File: src/include/rcc_params.svh
// constants for the relay channel control register bank
`ifndef RCC_PARAMS_SVH
`define RCC_PARAMS_SVH
`define RCC_NUM_REGS 10
`define RCC_NUM_CHANS 80
`define RCC_GROUP_BITS 8
`define RCC_MOD_ADDR_MIN 4'h1
`define RCC_MOD_ADDR_MAX 4'hC
`define RCC_MOD_SHIFT 10
`define RCC_REG0_OFS 10'h001
`define RCC_REG1_OFS 10'h003
`define RCC_REG2_OFS 10'h005
`define RCC_REG_RESET 8'h00
`define RCC_USED_MASK 80'hFFFF_FFFF_FFFF_FFFF_FFFF
`define RCC_WB_REQ_ADR 4'h4
`define RCC_WB_REQ_GO 4'h8
`define RCC_WB_GO_WE_BIT 0
`define RCC_WB_GO_DAT_LSB 8
`define RCC_WB_STATUS 4'hC
`define RCC_WB_OFFSET 4'h0
`endif

File: src/include/rcc_pkg.sv
// types shared by the relay channel control ends
package rcc_pkg;
    typedef logic [23:0] rcc_addr_t;
    typedef logic [7:0] rcc_byte_t;
    typedef logic [3:0] rcc_modaddr_t;
    typedef enum logic [2:0] {
        RCC_IDLE = 3'b001,
        RCC_BUSY = 3'b010,
        RCC_DONE = 3'b100
    } rcc_state_t;
endpackage : rcc_pkg

File: src/include/rcc_a24_if.sv
// A24 byte access link between the carrier master and the relay plug-in
`timescale 1ns/10ps
interface rcc_a24_if;
    logic [23:0] addr;
    logic [7:0] wdata;
    logic we;
    logic req;
    logic [7:0] rdata;
    logic ack;
    modport master (output addr, output wdata, output we, output req,
        input rdata, input ack);
    modport plugin (input addr, input wdata, input we, input req,
        output rdata, output ack);
endinterface : rcc_a24_if

File: src/rtl/rcc_carrier.sv
// carrier end: Wishbone slave that issues A24 byte accesses to the plug-in
//
// The Wishbone interface to the registers is this design's own decision.
`timescale 1ns/10ps
`include "rcc_params.svh"
module rcc_carrier
    import rcc_pkg::*;
(
    input wire logic clk_i,
    input wire logic rst_i,
    input wire logic wb_cyc_i,
    input wire logic wb_stb_i,
    input wire logic wb_we_i,
    input wire logic [3:0] wb_adr_i,
    input wire logic [3:0] wb_sel_i,
    input wire logic [31:0] wb_dat_i,
    output logic [31:0] wb_dat_o,
    output logic wb_ack_o,
    output rcc_addr_t a24_offset_o,
    rcc_a24_if.master bus
);
    rcc_addr_t offset_r, offset_nxt;
    rcc_addr_t adr_r, adr_nxt;
    rcc_byte_t dat_r, dat_nxt;
    rcc_byte_t rd_r, rd_nxt;
    logic we_r, we_nxt;
    rcc_state_t st_r, st_nxt;
    logic [31:0] wbd_r, wbd_nxt;
    logic ack_r, ack_nxt;
    logic acc;

    assign acc = wb_cyc_i && wb_stb_i && !ack_r;

    // register decode and access sequencer; offset written before use
    always_comb begin
        offset_nxt = offset_r;
        adr_nxt = adr_r;
        dat_nxt = dat_r;
        rd_nxt = rd_r;
        we_nxt = we_r;
        st_nxt = st_r;
        wbd_nxt = wbd_r;
        ack_nxt = 1'b0;
        case (st_r)
            RCC_IDLE: begin
                if (acc) begin
                    ack_nxt = 1'b1;
                    wbd_nxt = 32'h0000_0000;
                    if (wb_adr_i == `RCC_WB_OFFSET && wb_sel_i == 4'hF) begin
                        if (wb_we_i) offset_nxt = wb_dat_i[23:0];
                        wbd_nxt = {8'h00, offset_r};
                    end else if (wb_adr_i == `RCC_WB_REQ_ADR) begin
                        if (wb_we_i) adr_nxt = wb_dat_i[23:0];
                        wbd_nxt = {8'h00, adr_r};
                    end else if (wb_adr_i == `RCC_WB_REQ_GO) begin
                        // data byte rides with the go bit: only four word slots exist
                        if (wb_we_i) begin
                            dat_nxt = wb_dat_i[`RCC_WB_GO_DAT_LSB +: 8];
                            we_nxt = wb_dat_i[`RCC_WB_GO_WE_BIT];
                            st_nxt = RCC_BUSY;
                        end
                        wbd_nxt = {24'h000000, dat_r};
                    end else if (wb_adr_i == `RCC_WB_STATUS) begin
                        wbd_nxt = {23'h000000, st_r == RCC_BUSY, rd_r};
                    end
                end
            end
            RCC_BUSY: begin
                if (bus.ack) begin
                    rd_nxt = bus.rdata;
                    st_nxt = RCC_DONE;
                end
            end
            RCC_DONE: begin
                st_nxt = RCC_IDLE; // request drops one cycle before next
            end
            default: st_nxt = RCC_IDLE;
        endcase
        // answer bus even while busy: status only
        if (st_r != RCC_IDLE && acc) begin
            ack_nxt = 1'b1;
            wbd_nxt = {23'h000000, 1'b1, rd_r};
        end
    end

    always_ff @(posedge clk_i) begin
        if (rst_i) begin
            offset_r <= 24'h000000;
            adr_r <= 24'h000000;
            dat_r <= 8'h00;
            rd_r <= 8'h00;
            we_r <= 1'b0;
            st_r <= RCC_IDLE;
            wbd_r <= 32'h0000_0000;
            ack_r <= 1'b0;
        end else begin
            offset_r <= offset_nxt;
            adr_r <= adr_nxt;
            dat_r <= dat_nxt;
            rd_r <= rd_nxt;
            we_r <= we_nxt;
            st_r <= st_nxt;
            wbd_r <= wbd_nxt;
            ack_r <= ack_nxt;
        end
    end

    assign bus.req = (st_r == RCC_BUSY);
    assign bus.addr = adr_r;
    assign bus.wdata = dat_r;
    assign bus.we = we_r;
    assign wb_dat_o = wbd_r;
    assign wb_ack_o = ack_r;
    assign a24_offset_o = offset_r;
endmodule : rcc_carrier

File: src/flat_wrapper.sv
// flat-port wrapper written by rule: the top's interface ports become plain ports
module rcc_carrier_flat import rcc_pkg::*;
  (clk_i, rst_i, wb_cyc_i, wb_stb_i, wb_we_i, wb_adr_i, wb_sel_i, wb_dat_i, wb_dat_o, wb_ack_o, a24_offset_o, bus_addr, bus_wdata, bus_we, bus_req, bus_rdata, bus_ack);
  rcc_a24_if bus_i ();
  input wire logic clk_i;
  input wire logic rst_i;
  input wire logic wb_cyc_i;
  input wire logic wb_stb_i;
  input wire logic wb_we_i;
  input wire logic [3:0] wb_adr_i;
  input wire logic [3:0] wb_sel_i;
  input wire logic [31:0] wb_dat_i;
  output logic [31:0] wb_dat_o;
  output logic wb_ack_o;
  output rcc_addr_t a24_offset_o;
  output wire logic [$bits(bus_i.addr)-1:0] bus_addr;
  output wire logic [$bits(bus_i.wdata)-1:0] bus_wdata;
  output wire logic [$bits(bus_i.we)-1:0] bus_we;
  output wire logic [$bits(bus_i.req)-1:0] bus_req;
  input wire logic [$bits(bus_i.rdata)-1:0] bus_rdata;
  input wire logic [$bits(bus_i.ack)-1:0] bus_ack;
  assign bus_addr = bus_i.addr;
  assign bus_wdata = bus_i.wdata;
  assign bus_we = bus_i.we;
  assign bus_req = bus_i.req;
  assign bus_i.rdata = bus_rdata;
  assign bus_i.ack = bus_ack;
  rcc_carrier u_core (.clk_i(clk_i), .rst_i(rst_i), .wb_cyc_i(wb_cyc_i), .wb_stb_i(wb_stb_i), .wb_we_i(wb_we_i), .wb_adr_i(wb_adr_i), .wb_sel_i(wb_sel_i), .wb_dat_i(wb_dat_i), .wb_dat_o(wb_dat_o), .wb_ack_o(wb_ack_o), .a24_offset_o(a24_offset_o), .bus(bus_i));
endmodule
File: config.mk
export PLATFORM = sky130hd
export DESIGN_NAME = rcc_carrier_flat
export DESIGN_NICKNAME = d
export VERILOG_FILES = /design/src/include/rcc_pkg.sv /design/src/include/rcc_a24_if.sv /design/src/rtl/rcc_carrier.sv /design/src/flat_wrapper.sv
export VERILOG_INCLUDE_DIRS = /design/src /design/src/include
export SDC_FILE = /design/constraint.sdc
export NUM_CORES = 1
export LEC_CHECK = 0
export BUFFER_PORTS_ARGS = -buffer_cell sky130_fd_sc_hd__buf_2
export CAP_MARGIN = 15
export CORE_MARGIN = 2
export CORE_UTILIZATION = 44
export DETAILED_ROUTE_END_ITERATION = 8
export GPL_ROUTABILITY_DRIVEN = 1
export PLACE_DENSITY = 0.76
export SYNTH_ARGS = -nofsm -noshare
export SYNTH_HDL_FRONTEND = slang
export SYNTH_SLANG_ARGS = --single-unit
export TNS_END_PERCENT = 100
File: constraint.sdc
create_clock -name clk_i -period 1.61 [get_ports clk_i]
set_clock_uncertainty 0.15 [all_clocks]
set_input_delay 0.322 -clock clk_i [delete_from_list [all_inputs] [get_ports clk_i]]
set_output_delay 0.322 -clock clk_i [all_outputs]
set_load 0.05 [all_outputs]
## Yosys cells after proc, flatten, opt, wreduce, memory -nomap -nowiden

Cells that the tools add are included.

- Flip-flop bits (word level): 101
- Word-level logic and storage cells: 57
- Bits of input ports: 54
- Output and inout port bits: 91

- Multiplexer cells: 17
- Bitwise logic cells: 2
- Eq/ne operators: 13
- Reduce and logical (&&, ||, !) cells: 16

Operator list:

| operator | count |
|---|---|
| 32-bit 2-to-1 mux | 3 |
| 9-bit 2-to-1 mux | 4 |
| 3-bit 2-to-1 mux | 6 |
| 4-bit equality test (second input constant) | 3 |
| 6-bit AND reduction | 2 |
| 2-bit by 1-bit != test with 1-bit output (second input constant) | 3 |
| 2-bit != test (second input constant) | 3 |
| 3-bit case mux with 2 select lines | 1 |
| 2-bit AND reduction | 3 |
| 5-bit AND reduction | 1 |
| 4-bit by 3-bit equality test with 1-bit output (second input constant) | 1 |
| 1-bit logical AND | 4 |
| 4-bit zero test | 1 |
| 4-bit AND reduction | 1 |
| 2-bit nonzero test | 2 |
| 3-bit by 1-bit equality test with 1-bit output (second input constant) | 1 |
| 3-bit by 2-bit equality test with 1-bit output (second input constant) | 1 |
| 1-bit 2-to-1 mux | 3 |
| 3-bit by 1-bit != test with 1-bit output (second input constant) | 1 |
| 1-bit inverter | 2 |
| 2-bit OR reduction | 1 |
| 1-bit zero test | 1 |

## Logic depth before layout (Yosys ltp)

- Word-level depth: 8
- Mapped depth: 7
- Depth with buffers taken out: 4

## Worst setup path before layout

OpenSTA, ideal clock, no wires.

- Path type: reg-to-reg
- From: register u_core.st_r[1]
- To: register u_core.rd_r[7]
- Path slack: -1.008 ns
- Path buffers: 0
- Cell stages (with the launch flop): 5
- Arrival: 2.335 ns
- Setup time: 0.133 ns
- Clock period less this slack: 2.618 ns
- Cells stage by stage: dfxtp_1 -> nor3b_1 -> nand2_1 -> nand2_1 -> a21oi_1

- Cells in the longest elaborated chain, start to end: 2

RTL lines:

| what | RTL line | RTL |
|---|---|---|
| start: declaration | rcc_carrier.sv:27 | `rcc_state_t st_r, st_nxt;` |
| start signal: assignment | rcc_carrier.sv:102 | `st_r <= st_nxt;` |
| 3-bit by 2-bit equality test with 1-bit output | - |  |
| via bus_req | flat_wrapper.sv:19 | `output wire logic [$bits(bus_i.req)-1:0] bus_req;` |
| 2-bit AND reduction (no source line) | - |  |
| end signal: assignment | rcc_carrier.sv:100 | `rd_r <= rd_nxt;` |
| end: declaration | rcc_carrier.sv:25 | `rcc_byte_t rd_r, rd_nxt;` |

The timed path passes the listed nets, and every way through them passes these cells.
A chain may end at the register's enable or synchronous reset.

## Worst setup path after layout

- From: register u_core.st_r[0]
- To: register u_core.offset_r[10] (netlist: u_core.a24_offset_o[10])

- Cells in the longest elaborated chain, start to end: 2

RTL lines:

| what | RTL line | RTL |
|---|---|---|
| 3-bit by 1-bit equality test with 1-bit output | rcc_carrier.sv:44 | `case (st_r)` |
| 4-bit AND reduction (no source line) | - |  |
| end signal: assignment | rcc_carrier.sv:97 | `offset_r <= offset_nxt;` |
| end: declaration | rcc_carrier.sv:22 | `rcc_addr_t offset_r, offset_nxt;` |

Every way passes these cells.

==> results.cfg <==
[synth]
synth_commonest_cells = dfxtp_1 (93), nand2_1 (86), a21oi_1 (74)
syn_area_um2 = 3859
netlist_top_cells_area = dfxtp_1 (48%), a21oi_1 (9.6%), nand2_1 (8.4%)
synth_warnings = 0
synth_most_common_cell = dfxtp_1
syn_area_per_cell_um2 = 8.210
synthArstFlopShare = 0
yosys.area.top_type = dfxtp_1
synth_flop_cell = dfxtp_1
synth_mux_area_frac = 0.002918
synth_fa_ha_area_frac = 0
synth-compound-area-share = 0.2176
seq_area_frac_synth = 0.4825
ys_ff_latch = 93
synth_top_family_by_area = simple AND/OR/NAND/NOR gates
synthXorXnorAreaFrac = 0
ys_types = 36
netlist_instances = 470
synth_simple_gate_area_share = 0.2322
synth_top_area_frac = 0.4825
synth_edf_count = 0

[cts]
cts_made_buffers = 9
root_buffer = clkbuf_8
htreeDepth = 3
clock_sinks = 93
clk_pin_slew_ns = 0.09
insertion_delay_ns = 0.37
cts_tree = yes
cts_buffer_depth = 2

[sta]
max_freq_mhz = 546.8
rsz0062_at_grt = yes
worst_slack_ns = -0.2190
finalMaxSlewViolations = 0
max-slew-margin-rel = 0.6532
finalCritPeriodShare = 1.136
period_needed_ns = 1.829
finalHoldViolCount = 0
setup_viol = 68
hold_ws_ns = 0.04210
fin_setup_tns_ns = -2.956
worst_slew_pin_slew_ns = 0.5203

[place]
io_buffers = 128
gp_congestion = 0.8332
pre_cts_ws_ns = -0.3276
post_dp_cell_area_um2 = 4913
placed_cells = 709
detailed_place_hpwl_um = 8654

[detailed_routing]
vias = 4331
viasPerCell = 5.877
drt_iter0_markers = 344
ant_nets = 0
wl_um = 13910
drc = 0
firstDrtPassIters = 7
wl_per_cell_um = 18.88

[outcome]
violations = negative setup slack
status = finished with violations

[setup_path]
path_delay_family = compound AO/OA/AOI/OAI gates
critPathBufInv = 2
critPathKind = reg2reg
cp_cell_sequence = nor3b_4 > buf_4 > nand3_4 > buf_6 > o21ai_0 > a21oi_1
crit_path_max_incr_delay_ns = 0.39
critPathArrivalTime_ns = 1.90
crit_path_top_delay_cell = dfxtp_4
crit_path_end_kind = register
crit_required_ns = 1.68
crit_path_max_fanout = 6
start_kind = register

[worst_hold_path]
min_path_type = in2reg

[global_routing]
grt_pass1_vias = 3948
grt_max_degree = 42
grt_usage = 0.2597
grt_overflow = 0
grt_first_pass_wirelength_um = 20020
antenna_found_initial = 0

[cells_and_area]
fin_area_um2 = 5853
instances_no_fill = 737
syn2layout_area_growth_pct = 51.69
nets = 678
drive_above_1_share = 0.4642
diodes = 0

[floorplan]
die-area_um2 = 9535
core_um2 = 8593
io_pins = 145
num_rows = 34
die_w_um = 97.65
die_h_um = 97.65
start_util = 0.4490

[pwr]
p_leak_uw = 0.002311
powerDensity_nw_per_um2 = 786.3
peakVddDrop_mv = 0.5164

[job]
maxCapViolCount = 0
[power by group]
group,total [uW],leakage [uW],internal [uW],switching (uW)
Sequential,2340,0.000753,2320,16.7
Combinational,635,0.00145,226,409
Clock,1630,0.000103,772,854
Total,4600,0.00231,3320,1280
[through the flow]
step / utilization / power (uW)
after floorplan: - / 2704
after global placement: 0.5718 / 2886
after detailed placement: 0.5718 / 2898
after CTS: 0.6287 / 4516
after global routing: 0.6811 / 4758
final: 0.6811 / 4602
[registers in the layout (all words and copies together) (netlist names)]
| register | count |
|---|---|
| u_core.bus.wdata | 8 |
| u_core.st_r | 3 |
| u_core.wb_ack_o | 1 |
| u_core.rd_r | 8 |
| u_core.bus.we | 1 |
| u_core.a24_offset_o | 24 |
| u_core.bus.addr | 24 |
| u_core.wb_dat_o | 24 |
[tightest hold or removal path: stages]
cell	delay [ns]
buf_2	0.09
nand2_1	0.04
a21oi_1	0.05
[cell usage in the layout (no fill, tap or decap), types with 3 or more instances in the layout]
cell      instances
buf_2           126
dfxtp_1          89
nand2_1          77
a21oi_1          52
nand3_1          29
buf_4            28
a21oi_2          22
nor2_1           19
a22oi_1          15
o21ai_1          13
buf_6            13
nand3_2          11
a221oi_4         11
o21ai_0          10
clkbuf_8         10
buf_12           10
nor3_2            9
conb_1            8
nor3_1            7
nand2_2           5
a31o_1            5
nand2_4           4
a221oi_2          4
nand3_4           3
nor4bb_1          3
a31o_2            3
buf_8             3
[cell families after synthesis]
kind of cell,count (synthesis)
simple gates,185
compound gates,140
flops,93
buf+inv,50
mux,1
other cells,1
[layer usage]
layer  vias up  track usage  share of wire
met3        38      0.05971          0.079
met2       259       0.4340           0.49
li1       1975            -              -
met5         -            0              0
met4         0      0.07692          0.028
met1      2059       0.3356           0.41
[path summary, 6_finish.rpt]
path,slack [ns],endpoint,depth (start not counted),from
min,0.04,u_core.rd_r[3],3,bus_rdata[3]
min reg2reg,0.33,u_core.bus.we,2,u_core.bus.we
max reg2reg,-0.22,u_core.a24_offset_o[10],6,u_core.st_r[0]
max,-0.22,u_core.a24_offset_o[10],6,u_core.st_r[0]
[layout make-up]
class	count	area (um^2)
Clock buffer	10	137.6
Inverter	1	3.754
Clock inverter	6	70.07
Sequential cell	93	1872
Multi-Input combinational cell	335	2317
Fill cell	648	2740
Timing Repair Buffer	184	1318
Tap cell	108	135.1
[repair_timing]
item,CTS,global route
setup endpoints to repair,79,90
hold buffers,0,0
buffers inserted,3,3
gates resized for setup,60,73
cloned,3,4
pin swaps,10,16
(Power assumes the default switching activity.)
